===== src/hw/sscacc_cfg.svh =====
// Register map, field positions, reset values and widths of the stall counter/accumulator.
// Assumes word addressing on a 32-bit Avalon-MM bus.
`ifndef SSCACC_CFG_SVH
`define SSCACC_CFG_SVH

// ----------------------------------------------------------------
// Register word indices
// ----------------------------------------------------------------
`define SSCACC_IDX_FLAGS   3'h0
`define SSCACC_IDX_COUNT   3'h1
`define SSCACC_IDX_CTRL    3'h2
`define SSCACC_IDX_ACCUM   3'h3
`define SSCACC_IDX_RTZ     3'h4

// ----------------------------------------------------------------
// Field positions
// ----------------------------------------------------------------
`define SSCACC_FLG_CZ      7
`define SSCACC_FLG_AOV     0
`define SSCACC_CTL_RLS     0
`define SSCACC_CTL_ARM     1
`define SSCACC_CTL_CZIE    2
`define SSCACC_CTL_ACCUM_OVERFLOW_IRQ_ENABLE   3
`define SSCACC_RTZ_STEP    0
`define SSCACC_RTZ_POL     2
`define SSCACC_RTZ_BLANK   3
`define SSCACC_RTZ_DRIVE   4
`define SSCACC_RTZ_INTEG   5

// ----------------------------------------------------------------
// Widths and reset values
// ----------------------------------------------------------------
`define SSCACC_CTL_W       4
`define SSCACC_RTZ_W       6
`define SSCACC_SMP_W       8
`define SSCACC_RST_CNT     16'h0000
`define SSCACC_RST_CTL     4'h0
`define SSCACC_RST_RTZ     6'h08
`define SSCACC_RST_ACC     16'h0000

`endif


===== src/hw/sscacc_pkg.sv =====
// Types shared by the stall counter/accumulator design.
// Assumes nothing beyond the config header.
`default_nettype none

package sscacc_pkg;
    // Signed integration result
    typedef logic signed [15:0] sscacc_acc_t;
    // Unsigned count word
    typedef logic [15:0] sscacc_cnt_t;
    // Full step states, one coil driven each
    typedef enum logic [1:0] {
        STEP_A_POS,
        STEP_B_POS,
        STEP_A_NEG,
        STEP_B_NEG
    } sscacc_step_t;
endpackage

`default_nettype wire


===== src/hw/sscacc_counter.sv =====
// Modulus down-counter with load register and auto-reload.
// Assumes load is a one-cycle strobe from the register slave.
`default_nettype none
`include "sscacc_cfg.svh"

module sscacc_counter
    import sscacc_pkg::*;
(
    // Clock and reset
    input  wire logic        clk,
    input  wire logic        sys_rst,
    // Load strobe and mode
    input  wire logic        load,
    input  wire sscacc_cnt_t load_value,
    input  wire logic        auto_reload,
    // State and event
    output sscacc_cnt_t      count,
    output sscacc_cnt_t      reload,
    output logic             zero_event
);
    sscacc_cnt_t next_count;
    sscacc_cnt_t next_reload;

    // ----------------------------------------------------------------
    // Next count
    // ----------------------------------------------------------------
    always_comb begin
        next_count  = count;
        next_reload = reload;
        zero_event  = 1'b0;
        if (count == 16'h0001) begin
            zero_event = 1'b1;
            next_count = auto_reload ? reload : 16'h0000;
        end else if (count != 16'h0000) begin
            next_count = count - 16'h0001;
        end else if (auto_reload && reload != 16'h0000) begin
            next_count = reload;
        end
        // Write: auto mode touches only the load register
        if (load) begin
            next_reload = load_value;
            if (!auto_reload) begin
                next_count = load_value;
                zero_event = 1'b0;
            end
        end
    end

    // Register stage
    always_ff @(posedge clk) begin
        if (sys_rst) begin
            count  <= `SSCACC_RST_CNT;
            reload <= `SSCACC_RST_CNT;
        end else begin
            count  <= next_count;
            reload <= next_reload;
        end
    end
endmodule // sscacc_counter

`default_nettype wire


===== src/hw/sscacc_top.sv =====
// Stall detector digital core: down-counter, back-EMF accumulator, flags, coil drive.
// Assumes integrator samples arrive on clk; software decides stall from the accumulator.
// Operation
// - Keep integration result in signed 16-bit accumulator
// - Provide 16-bit down-counter for blanking, integration
// - Integrate only after blanking, never during it
// - Full steps drive exactly one coil
// - Counter reaching zero sets bit 7 flag
// - Counter irq while flag and enable set
// - Writing one clears flag, zero ignored
// - Overflow either sign sets bit 0 flag
// - Overflow irq while flag and enable set
// - Select clear: counter read returns live count
// - Select set: counter read returns reload value
// - Auto off: writing zero stops counter, no flag
// - Auto off: write loads reload and count
// - Auto on: write updates reload only
// - Word access is one operation; counter byte writes merge with reload
`default_nettype none
`include "sscacc_cfg.svh"

module sscacc_top
    import sscacc_pkg::*;
(
    // Clock and reset
    input  wire logic                     clk,
    input  wire logic                     sys_rst,
    // Avalon-MM slave
    input  wire logic [2:0]               address,
    input  wire logic                     read,
    input  wire logic                     write,
    input  wire logic [31:0]              writedata,
    input  wire logic [3:0]               byteenable,
    output logic      [31:0]              readdata,
    output logic                          waitrequest,
    // Integrator front end
    input  wire logic                     integ_valid,
    input  wire logic signed [`SSCACC_SMP_W-1:0] integ_sample,
    // Coil drive and sensing
    output logic                          coil_a_drive,
    output logic                          coil_a_neg,
    output logic                          coil_b_drive,
    output logic                          coil_b_neg,
    output logic                          sense_coil_b,
    output logic                          integrating,
    // Interrupt requests
    output logic                          cz_irq,
    output logic                          aov_irq
);
    // Register index match
    function automatic logic hit(input logic [2:0] a, input logic [2:0] idx);
        hit = (a == idx);
    endfunction

    logic                      next_waitrequest;
    logic [31:0]               next_readdata;
    logic [31:0]               rd_mux;
    logic                      wr_commit;
    logic [`SSCACC_CTL_W-1:0]  ctl;
    logic [`SSCACC_CTL_W-1:0]  next_ctl;
    logic [`SSCACC_RTZ_W-1:0]  return_to_zero;
    logic [`SSCACC_RTZ_W-1:0]  next_rtz;
    sscacc_acc_t               acc;
    sscacc_acc_t               next_acc;
    logic                      acc_ovf;
    logic signed [16:0]        term;
    logic signed [16:0]        sum;
    logic                      cnt_load;
    sscacc_cnt_t               cnt_wdata;
    sscacc_cnt_t               count;
    sscacc_cnt_t               reload;
    logic                      zero_event;
    logic [1:0]                flag;
    logic [1:0]                next_flag;
    logic [1:0]                flag_set;
    logic [1:0]                flag_clr;
    sscacc_step_t              step;
    logic                      next_a_drv;
    logic                      next_a_neg;
    logic                      next_b_drv;
    logic                      next_b_neg;
    logic                      next_integ;

    // ----------------------------------------------------------------
    // Avalon slave: one wait cycle, write commits when waitrequest is low
    // ----------------------------------------------------------------
    always_comb begin
        next_waitrequest = !((read || write) && waitrequest);
        wr_commit        = write && !waitrequest;
        rd_mux           = 32'h0000_0000;
        unique case (address)
            `SSCACC_IDX_FLAGS: begin
                rd_mux[`SSCACC_FLG_CZ]  = flag[1];
                rd_mux[`SSCACC_FLG_AOV] = flag[0];
            end
            `SSCACC_IDX_COUNT: begin
                rd_mux[15:0] = ctl[`SSCACC_CTL_RLS] ? reload : count;
            end
            `SSCACC_IDX_CTRL:  rd_mux[`SSCACC_CTL_W-1:0] = ctl;
            `SSCACC_IDX_ACCUM: rd_mux[15:0] = acc;
            `SSCACC_IDX_RTZ:   rd_mux[`SSCACC_RTZ_W-1:0] = return_to_zero;
            default:           rd_mux = 32'h0000_0000;
        endcase
        // Capture the selected word in the wait cycle, while waitrequest is still high
        next_readdata    = (read && waitrequest) ? rd_mux : readdata;
    end

    // Bus registers
    always_ff @(posedge clk) begin
        if (sys_rst) begin
            waitrequest <= 1'b1;
            readdata    <= 32'h0000_0000;
        end else begin
            waitrequest <= next_waitrequest;
            readdata    <= next_readdata;
        end
    end

    // ----------------------------------------------------------------
    // Control and step registers
    // ----------------------------------------------------------------
    always_comb begin
        next_ctl = ctl;
        next_rtz = return_to_zero;
        if (wr_commit && byteenable[0] && hit(address, `SSCACC_IDX_CTRL)) begin
            next_ctl = writedata[`SSCACC_CTL_W-1:0];
        end
        if (wr_commit && byteenable[0] && hit(address, `SSCACC_IDX_RTZ)) begin
            next_rtz = writedata[`SSCACC_RTZ_W-1:0];
        end
    end

    // Control register stage
    always_ff @(posedge clk) begin
        if (sys_rst) begin
            ctl <= `SSCACC_RST_CTL;
            return_to_zero <= `SSCACC_RST_RTZ;
        end else begin
            ctl <= next_ctl;
            return_to_zero <= next_rtz;
        end
    end

    // ----------------------------------------------------------------
    // Down-counter; a lone byte write merges with the load register
    // ----------------------------------------------------------------
    always_comb begin
        cnt_load  = wr_commit && hit(address, `SSCACC_IDX_COUNT) && (|byteenable[1:0]);
        cnt_wdata = {byteenable[1] ? writedata[15:8] : reload[15:8],
                     byteenable[0] ? writedata[7:0]  : reload[7:0]};
    end

    sscacc_counter u_counter (
        .clk         (clk),
        .sys_rst     (sys_rst),
        .load        (cnt_load),
        .load_value  (cnt_wdata),
        .auto_reload (ctl[`SSCACC_CTL_ARM]),
        .count       (count),
        .reload      (reload),
        .zero_event  (zero_event)
    );

    // ----------------------------------------------------------------
    // Accumulator: signed add with polarity, overflow of either sign
    // ----------------------------------------------------------------
    always_comb begin
        term     = 17'(integ_sample);
        if (return_to_zero[`SSCACC_RTZ_POL]) begin
            term = -term;
        end
        sum      = {acc[15], acc} + term;
        acc_ovf  = 1'b0;
        next_acc = acc;
        if (integ_valid && return_to_zero[`SSCACC_RTZ_INTEG] && !return_to_zero[`SSCACC_RTZ_BLANK]) begin
            next_acc = sum[15:0];
            acc_ovf  = sum[16] ^ sum[15];
        end
        if (wr_commit && hit(address, `SSCACC_IDX_ACCUM) && (&byteenable[1:0])) begin
            next_acc = writedata[15:0];
        end
    end

    // Accumulator stage
    always_ff @(posedge clk) begin
        if (sys_rst) begin
            acc <= `SSCACC_RST_ACC;
        end else begin
            acc <= next_acc;
        end
    end

    // ----------------------------------------------------------------
    // Flags: hardware set wins over a write-one clear
    // ----------------------------------------------------------------
    assign flag_set = {zero_event, acc_ovf};
    assign flag_clr = {writedata[`SSCACC_FLG_CZ], writedata[`SSCACC_FLG_AOV]};

    for (genvar i = 0; i < 2; i++) begin : g_flag
        // One flag bit
        always_comb begin
            next_flag[i] = flag[i];
            if (wr_commit && byteenable[0] && hit(address, `SSCACC_IDX_FLAGS) && flag_clr[i]) begin
                next_flag[i] = 1'b0;
            end
            if (flag_set[i]) begin
                next_flag[i] = 1'b1;
            end
        end
        // Flag stage
        always_ff @(posedge clk) begin
            if (sys_rst) begin
                flag[i] <= 1'b0;
            end else begin
                flag[i] <= next_flag[i];
            end
        end
    end

    // ----------------------------------------------------------------
    // Coil drive decode and interrupt requests
    // ----------------------------------------------------------------
    always_comb begin
        step       = sscacc_step_t'(next_rtz[`SSCACC_RTZ_STEP +: 2]);
        next_a_drv = 1'b0;
        next_b_drv = 1'b0;
        next_a_neg = 1'b0;
        next_b_neg = 1'b0;
        unique case (step)
            STEP_A_POS: next_a_drv = next_rtz[`SSCACC_RTZ_DRIVE];
            STEP_B_POS: next_b_drv = next_rtz[`SSCACC_RTZ_DRIVE];
            STEP_A_NEG: begin
                next_a_drv = next_rtz[`SSCACC_RTZ_DRIVE];
                next_a_neg = 1'b1;
            end
            STEP_B_NEG: begin
                next_b_drv = next_rtz[`SSCACC_RTZ_DRIVE];
                next_b_neg = 1'b1;
            end
        endcase
        next_integ = next_rtz[`SSCACC_RTZ_INTEG] && !next_rtz[`SSCACC_RTZ_BLANK];
    end

    // Output stage
    always_ff @(posedge clk) begin
        if (sys_rst) begin
            coil_a_drive <= 1'b0;
            coil_a_neg   <= 1'b0;
            coil_b_drive <= 1'b0;
            coil_b_neg   <= 1'b0;
            sense_coil_b <= 1'b1;
            integrating  <= 1'b0;
            cz_irq       <= 1'b0;
            aov_irq      <= 1'b0;
        end else begin
            coil_a_drive <= next_a_drv;
            coil_a_neg   <= next_a_neg;
            coil_b_drive <= next_b_drv;
            coil_b_neg   <= next_b_neg;
            sense_coil_b <= !next_rtz[`SSCACC_RTZ_STEP];
            integrating  <= next_integ;
            cz_irq       <= next_flag[1] && next_ctl[`SSCACC_CTL_CZIE];
            aov_irq      <= next_flag[0] && next_ctl[`SSCACC_CTL_ACCUM_OVERFLOW_IRQ_ENABLE];
        end
    end
endmodule // sscacc_top

`default_nettype wire


===== config.mk =====
export PLATFORM = sky130hd
export DESIGN_NAME = sscacc_top
export DESIGN_NICKNAME = d
export VERILOG_FILES = /design/src/hw/sscacc_pkg.sv /design/src/hw/sscacc_counter.sv /design/src/hw/sscacc_top.sv
export VERILOG_INCLUDE_DIRS = /design/src /design/src/hw
export SDC_FILE = /design/constraint.sdc
export NUM_CORES = 1
export LEC_CHECK = 0
export BUFFER_PORTS_ARGS = -buffer_cell sky130_fd_sc_hd__buf_2
export CORE_UTILIZATION = 40
export DETAILED_ROUTE_END_ITERATION = 10
export PLACE_DENSITY = 0.61
export SLEW_MARGIN = 5
export SYNTH_ARGS = -nofsm -noshare
export SYNTH_HDL_FRONTEND = slang
export SYNTH_SLANG_ARGS = --single-unit

===== constraint.sdc =====
create_clock -name clk -period 4.4 [get_ports clk]
set_clock_uncertainty 0.15 [all_clocks]
set_input_delay 0.88 -clock clk [delete_from_list [all_inputs] [get_ports clk]]
set_output_delay 0.88 -clock clk [all_outputs]
set_load 0.05 [all_outputs]

# After elaboration in Yosys (flattened, before gate mapping)
# Index checks and enable logic that the tools add are counted.
# word_totals
reg_bits	85
latchBits	0
ramBits	0
rom_bits	0
inputBits	52
out_inout_bits	41
elab_cells	99
mem_count	0
# classes
addsub	3
multipliers	0
n_div	0
n_lt_le_gt_ge	0
eq_ne	8
shifts	0
mux	30
bitwise_logic	3
reduce_logical	36
# op_table
op	n
$mux 16	9
$reduce_bool 16->1	2
$logic_and 1x1->1	19
$add 17x17->17	1
$mux 17	1
$neg 8->17	1
$eq 16x1->1 const B	1
$mux 8	2
$pmux 8 s2	1
$sub 16x1->16 const B	1
$pmux 3 s4	1
$mux 1	10
$reduce_or 2->1	5
$eq 3x2->1 const B	2
$mux 6	1
$pmux 2 s3	1
$logic_not 1->1	5
$pmux 1 s5	1
$eq 2x2->1 const B	2
$mux 4	1
$eq 3x1->1 const B	1
$eq 3x3->1 const B	1
$logic_not 3->1	1
$pmux 1 s3	1
other kinds (8)	9

# Depth between registers and ports, before layout
# Gate-level depths: netlist of run 1.
# logic_depth
depth_word	9
depth_mapped	14
depth_no_buf	14

# Hierarchy
# From an unflattened synthesis of run 1, not the netlist that was laid out.
# unflattened
hier_cells	700
area_unflattened_um2	5674.2
# by_module_without_submodules
module	instances	cells_per_inst	area_each_um2	seq_area_each_um2
sscacc_top	1	478	3837.4	1061.0
sscacc_counter	1	222	1836.8	640.6

# Worst setup path before layout of run 1
# Ideal clock, no wire load.
# synth_path
path_kind	input -> register
from	input integ_sample[6]
to	register acc[13]
t_arrival_ns	3.492
required_ns	4.135
setup_slack_ns	0.644
cell_stages	11
n_path_buf	0
cell_sequence	or3_1 > or3_1 > ha_1 > a21oi_1 > ha_1 > a21oi_1 > o21ai_0 > a31oi_1 > o21ai_0 > xnor2_1 > a2111oi_0
# synth_between
elab_chain_cells	5
# synth_rtl
element	line	text
start, declared	sscacc_top.sv:38	input wire logic signed [`SSCACC_SMP_W-1:0] integ_sample,
$neg 8->17	sscacc_top.sv:170	term = -term;
$mux 17 *	sscacc_top.sv:169	if (return_to_zero[`SSCACC_RTZ_POL]) begin
$add 17x17->17 *	sscacc_top.sv:172	sum = {acc[15], acc} + term;
$mux 16 *	sscacc_top.sv:175	if (integ_valid && return_to_zero[`SSCACC_RTZ_INTEG] && !return_to_zero[`SSCACC_RTZ_BLANK]) begin
$mux 16 *	sscacc_top.sv:179	if (wr_commit && hit(address, `SSCACC_IDX_ACCUM) && (&byteenable[1:0])) begin
end signal, assigned	sscacc_top.sv:187	acc <= `SSCACC_RST_ACC;
end signal, assigned	sscacc_top.sv:189	acc <= next_acc;
end, declared	sscacc_top.sv:63	sscacc_acc_t acc;
# Mark *: on every way between the ends. The rest lies on a longest branch, timed or not. The select of a mux whose other input is x is not followed.
# A chain may end at the register's enable or synchronous reset.

# Final worst setup path of run 1
# layout_path
from	input integ_sample[6]
to	register acc[15]
# The elaborated chain is that of the path after synthesis.

==> flow_summary.toml, run 1 <==
[synthesis]
netlist_top_cells_area = "dfxtp_1, mux2i_1, nand2_1, ha_1, nor2_1"
ys_types = 65
yosysSeqAreaShare = 0.306
ys_ff_latch = 85
synth_flop_cell = "dfxtp_1"
synth_area_per_cell_um2 = 7.88
synth_top_area_frac = 0.306
syn_area_um2 = 5550
synth-edff-count = 0
synth_top_cell_by_area = "dfxtp_1"
syn_inst = 705
yosysMostFrequentCell = "dfxtp_1"
ys_async_sr_fraction = 0
yosys-top-cells-count = "dfxtp_1, nand2_1, nor2_1, a21oi_1, o21ai_0"
yosysWarnings = 0

[route]
vias = 5428
drc = 0
routed_wl_um = 16700
first_iter_violations = 513
wl_per_cell_um = 18.1
firstDrtPassIters = 5
ant_nets = 0
routed_via_density = 5.88

[timing]
hold_viol = 0
setup-violations-final = 0
fmaxAchievable_mhz = 270
finalCritPeriodShare = 0.843
rsz0062_at_grt = "no"
slew_violations = 0
relSlewSlack = 0.311
tns_ns = 0
period_needed_ns = 3.71
tightest_slew_ns = 1.03
setup_ws_ns = 0.691

[cells_and_area]
drive_gt1_frac = 0.130
layout.nets = 817
fin_cells = 923
area_growth_pct = 11.8
diodes = 0
final_core_utilization = 0.463

[grt]
grt_overflow_total = 0
grt_pass1_vias = 5125
grt_use_total = 0.236
grt_max_degree = 49
grt_pass1_wl_um = 26800
antenna_found_initial = 0

[worst_setup_path]
cp-start-kind = "input port"
crit_type = "input port to flop"
cp_data_required_time_ns = 4.49
critPathMaxFanout = 4
end_kind = "flop"
worstPathArrival_ns = 3.80
rrSetupSlack_ns = 1.22

[run]
cap_violations = 0

[placed_design]
hpwl_um = 12400
pre_cts_ws_ns = 0.353
port_buffers = 58
dp_cells = 907
finalWeightedCongestion = 0.881

[clock_tree]
path_clk_slew_ns = 0.06
h-tree-depth = 3
tritoncts = "yes"
numClockSinks = 85
clk_latency_ns = 0.34
clockBufferDepth = 2
numCtsBuffers = 9
root_buffer = "clkbuf_16"
cts_hold_buffers = 0
postCtsResizedCells = 0
postCtsSetupRepairBufs = 0

[run_status]
status = "complete, no violations"

[die]
coreArea_um2 = 13400
dieArea_um2 = 14400
die_h_um = 120
start_util = 0.414
dieWidth_um = 120
rows = 42
io_pins = 93

[power_and_ir_drop]
peakVddDrop_mv = 0.195
leakage_nw = 2.42
total_power_mw = 2.77
powerDensity_nw_per_um2 = 446

[hold_path]
hold_path_class = "flop to flop"
==> through the flow <==
step | hold slack [ns] | area, µm²
2_1_floorplan | 0.321 | 5610
3_3_place_gp | 0.293 | 5890
3_5_place_dp | 0.302 | 5890
4_1_cts | 0.316 | 6210
5_1_grt | 0.332 | 6210
6_report | 0.313 | 6210
==> layer usage <==
layer | track usage | share of wire | up-vias | wire length (µm)
met5 | 0 | 0 | - | 0
met4 | 0.0813 | 0.023 | 0 | 388
met3 | 0.0390 | 0.050 | 29 | 839
met2 | 0.388 | 0.48 | 163 | 8050
met1 | 0.312 | 0.44 | 2593 | 7430
li1 | - | - | 2643 | -
==> where the power goes <==
part	leakage, nW	switching, mW	internal (mW)
Combinational	1.58	0.605	0.391
Sequential	0.689	0.113	0.844
Clock	0.153	0.317	0.497
Total	2.42	1.04	1.73
==> state kept, by name (all words and copies together) (netlist names), 2 cells and up <==
signal	cells
acc	16
readdata	16
u_counter.count	16
u_counter.reload	16
return_to_zero	6
ctl	4
flag	2
==> area by class of cell <==
type / instances / area (µm²)
flip-flops and latches: 85 / 1700
clock buffers: 10 / 229
fillers: 1346 / 7190
clock inverters: 6 / 86.3
multi-input cells: 565 / 3580
inverters: 19 / 71.3
repair buffers: 62 / 320
well taps: 176 / 220
==> placed cells by master, fill, tap and decap left out, types with 4 or more instances in the layout <==
cell       netlist  final
o211ai_1        13     13
nand3_1         17     17
nor4_1          10     10
a211oi_1        14     14
conb_1           1     16
nor2_1          73     73
a22oi_1         17     17
or3_1            6      6
o21a_1           5      5
xnor2_1         19     19
nand2_1         81     81
inv_1           19     19
a31oi_1          7      7
nor3_1          13     13
o22ai_1          5      5
mux2_2           6      6
dfxtp_1         85     85
o21bai_1         4      4
ha_1            22     22
a21o_1           4      4
clkbuf_16        0      9
buf_2            2     58
o21ai_0         45     45
a311oi_1         9      9
xor2_1           5      5
and2_1          10     10
a32oi_1          9      9
or4_1            4      4
buf_4           17      4
o221ai_1         6      6
mux2i_1         33     33
a21oi_1         50     50
nand2b_1         6      6
and3_1           5      5
a21boi_0         6      6
==> worst paths after layout <==
path                                  startpoint                      to  cells past startpoint
setup / recovery                 integ_sample[6]    acc[15]$_SDFFE_PP0P_                     13
setup reg to reg  return_to_zero[2]$_SDFFE_PP0P_      aov_irq$_SDFF_PP0_                      8
hold reg to reg           waitrequest$_SDFF_PP1_  waitrequest$_SDFF_PP1_                      1
hold / removal            waitrequest$_SDFF_PP1_  waitrequest$_SDFF_PP1_                      1
==> cells by family after synthesis <==
family	count (synthesis)	synth area share
and+or+nand+nor	247	0.212
xor gates and xnor gates	24	0.0378
AOI/OAI and AO/OA	216	0.259
adders and majority gates	23	0.0532
buffers and inverters	70	0.0592
other	1	0.000675
DFF	85	0.306
muxes	39	0.0716
==> worst max-delay path: stages <==
cell	delay, ns
buf_2	0.11
or3_1	0.38
or3_1	0.42
ha_1	0.31
a21oi_1	0.07
ha_1	0.37
a21oi_1	0.10
o21ai_0	0.24
a31oi_1	0.10
buf_4	0.17
o21ai_0	0.28
nand3_1	0.13
a211oi_1	0.26
Note: power is estimated with default switching activity, not from simulation.
==> run 2, diff against run 1 <==
--- a/config.mk
+++ b/config.mk
@@ -6,10 +6,11 @@
 export SDC_FILE = /design/constraint.sdc
 export NUM_CORES = 1
 export LEC_CHECK = 0
+export ABC_AREA = 1
 export BUFFER_PORTS_ARGS = -buffer_cell sky130_fd_sc_hd__buf_2
 export CORE_UTILIZATION = 40
 export DETAILED_ROUTE_END_ITERATION = 10
-export PLACE_DENSITY = 0.61
+export PLACE_DENSITY = 0.63
 export SLEW_MARGIN = 5
 export SYNTH_ARGS = -nofsm -noshare
 export SYNTH_HDL_FRONTEND = slang
==> constraint.sdc (replaced) <==
create_clock -name clk -period 3 [get_ports clk]
set_clock_uncertainty 0.15 [all_clocks]
set_input_delay 0.6 -clock clk [delete_from_list [all_inputs] [get_ports clk]]
set_output_delay 0.6 -clock clk [all_outputs]
set_load 0.05 [all_outputs]
==> run 2 against run 1 <==
Against the previous run: critical path depth increased by 9; via count increased by 15%; critical endpoint is now flag[0]$_SDFF_PP0_; cell area increased by 16%; worst setup slack got worse by 0.62 ns; cell count increased by 30%.
==> flow_summary.toml, run 2 <==
[worst_setup_path]
cpPeakStageDelay_ns = 0.24
critPathMostFrequentCell = "nand2_1"
critPathLaunch = "integ_sample[1]"
critPathMaxFanout = 4
cp-start-kind = "input port"
rr_startpoint = "return_to_zero[2]$_SDFFE_PP0P_"
worstSetupEndpoint = "flag[0]$_SDFF_PP0_"
crit_cells = 22
cp_slowest_cell = "ha_4"
end_kind = "flop"
cp_data_required_time_ns = 3.14
crit_type = "input port to flop"
worstPathArrival_ns = 3.07
r2r_end = "acc[14]$_SDFFE_PP0P_"
r2r_cells = 13
crit_chain = "buf_8, clkinv_4, ha_4, inv_4, nor3_4, nand2_2, nor3_4, inv_2, ha_4, a21oi_4, ha_4, nand2_2, nand2_1, nand2_1, nand2_2, a21oi_2, nand2_1, nand2_1, nand2_1, nand2_1, nand3_2, a21oi_2"
path_delay_family = "simple AND/OR/NAND/NOR gates"
critical_path_buf_inv_count = 4
rrSetupSlack_ns = 0.50

[synthesis]
synth_flop_cell = "dfxtp_1"
netlist_top_cells_area = "dfxtp_1, nand2_1, a21oi_1, o21ai_0, inv_1"
ys_types = 49
yosysSeqAreaShare = 0.288
ys_ff_latch = 85
synth_top_cell_by_area = "dfxtp_1"
synth_area_per_cell_um2 = 6.36
synth_top_area_frac = 0.288
ys_async_sr_fraction = 0
syn_area_um2 = 5910
synth-edff-count = 0
yosysWarnings = 0
yosysMostFrequentCell = "nand2_1"
yosys-top-cells-count = "nand2_1, inv_1, a21oi_1, o21ai_0, dfxtp_1"
syn_inst = 930

[cells_and_area]
final_cell_mix = "nand2_1, inv_1, o21ai_0, dfxtp_1, a21oi_1"
nFillCells = 1472
stdcell_area_um2 = 7170
layout.nets = 1089
drive_gt1_frac = 0.203
area_growth_pct = 21.3
diodes = 0
layout_commonest_cell = "nand2_1"

[hold_path]
worstHoldPathCells = 2
hold_path_class = "flop to flop"

[route]
firstDrtPassIters = 7
drc = 0
wl_per_cell_um = 15.0
first_iter_violations = 451
vias = 6236
routed_via_density = 5.18
ant_nets = 0
routed_wl_um = 18000

[timing]
fmaxAchievable_mhz = 341
setup-violations-final = 0
relSlewSlack = 0.458
tns_ns = 0
slew_violations = 0
hold_viol = 0
tightest_slew_ns = 0.813
holdWs_ns = 0.313
finalCritPeriodShare = 0.977
rsz0062_at_grt = "yes"
period_needed_ns = 2.93

[clock_tree]
cts_hold_buffers = 0
numCtsBuffers = 9
path_clk_slew_ns = 0.06
root_buffer = "clkbuf_16"
clockBufferDepth = 2
h-tree-depth = 3
tritoncts = "yes"
numClockSinks = 85
clk_latency_ns = 0.35

[run]
cap_violations = 0

[power_and_ir_drop]
leakage_nw = 3.17
powerDensity_nw_per_um2 = 552
total_power_mw = 3.96
peakVddDrop_mv = 0.325

[placed_design]
hpwl_um = 13600
dpl_cell_area_um2 = 6610
finalWeightedCongestion = 0.902
port_buffers = 58

[die]
die_h_um = 124
io_pins = 93
start_util = 0.408
dieWidth_um = 124
dieArea_um2 = 15300
rows = 44
coreArea_um2 = 14500

[grt]
grt_overflow_total = 0
grt_use_total = 0.246
grt_max_degree = 36
antenna_found_initial = 0
grt_pass1_wl_um = 28600
grt_pass1_vias = 5651

[run_status]
status = "complete, no violations"
==> run 2: repair_timing <==
item,in CTS,in global routing
pin swaps,3,35
endpoints found under the setup margin,3,10
setup buffers,1,2
resized for setup,0,60
==> run 2: routing by layer <==
metal | share of wire | vias up | track usage
met5 | 0 | - | 0
met4 | 0.022 | 0 | 0.0866
met3 | 0.050 | 32 | 0.0389
met2 | 0.45 | 198 | 0.385
met1 | 0.48 | 2811 | 0.340
li1 | - | 3195 | -
==> run 2: area by class of cell <==
type / count / area (µm²) / share of cell area
clock inverter: 5 / 82.6 / 0.0115
multi-input combinational: 693 / 3760 / 0.524
inverter: 120 / 474 / 0.0661
tap: 184 / 230 / 0.0321
clock buffer: 11 / 253 / 0.0352
sequential: 85 / 1700 / 0.237
timing repair buffer: 105 / 674 / 0.0940
==> run 2: tightest hold or removal path, cell delays in order, from the launching register on <==
cell and delay [ns]:
dfxtp_1 0.30, nand2_1 0.06, a21oi_1 0.05
==> run 2: how the worst min path moves through the flow <==
| stage | to | from | slack [ns] |
|---|---|---|---|
| final | readdata[11]$_SDFFE_PP0P_ | readdata[11]$_SDFFE_PP0P_ | 0.31 |
| after global routing | readdata[6]$_SDFFE_PP0P_ | readdata[6]$_SDFFE_PP0P_ | 0.33 |
| after CTS | readdata[11]$_SDFFE_PP0P_ | readdata[11]$_SDFFE_PP0P_ | 0.32 |
| after detailed placement | readdata[11]$_SDFFE_PP0P_ | readdata[11]$_SDFFE_PP0P_ | 0.31 |
| after global placement | readdata[12]$_SDFFE_PP0P_ | readdata[12]$_SDFFE_PP0P_ | 0.30 |
| after floorplan | aov_irq$_SDFF_PP0_ | flag[0]$_SDFF_PP0_ | 0.31 |
==> run 2: metrics by stage <==
step                      setup WS (ns)   util  std cells
after global placement           -0.386  0.456       1185
after detailed placement         -0.456  0.456       1185
final                            0.0682  0.496       1203
after CTS                       0.00332  0.480       1202
after global routing             -0.129  0.496       1203
after floorplan                 -0.0368      -        945
==> run 2: power by group <==
part / internal (mW) / total, mW / switching (mW)
combinational: 0.479 / 1.40 / 0.922
clock: 0.775 / 1.25 / 0.473
sequential: 1.22 / 1.31 / 0.0905
total: 2.47 / 3.96 / 1.49
==> run 2: kinds of logic (layout without fill, tap and decap cells) <==
logic type,after synthesis,after routing,synth area share
AO/OA/AOI/OAI,226,226,0.207
XOR/XNOR,20,20,0.0296
adder cells (fa/ha/maj),23,23,0.0499
buffers and inverters,167,241,0.122
flip-flops,85,85,0.288
other,1,16,0.000634
AND/OR/NAND/NOR,408,408,0.303
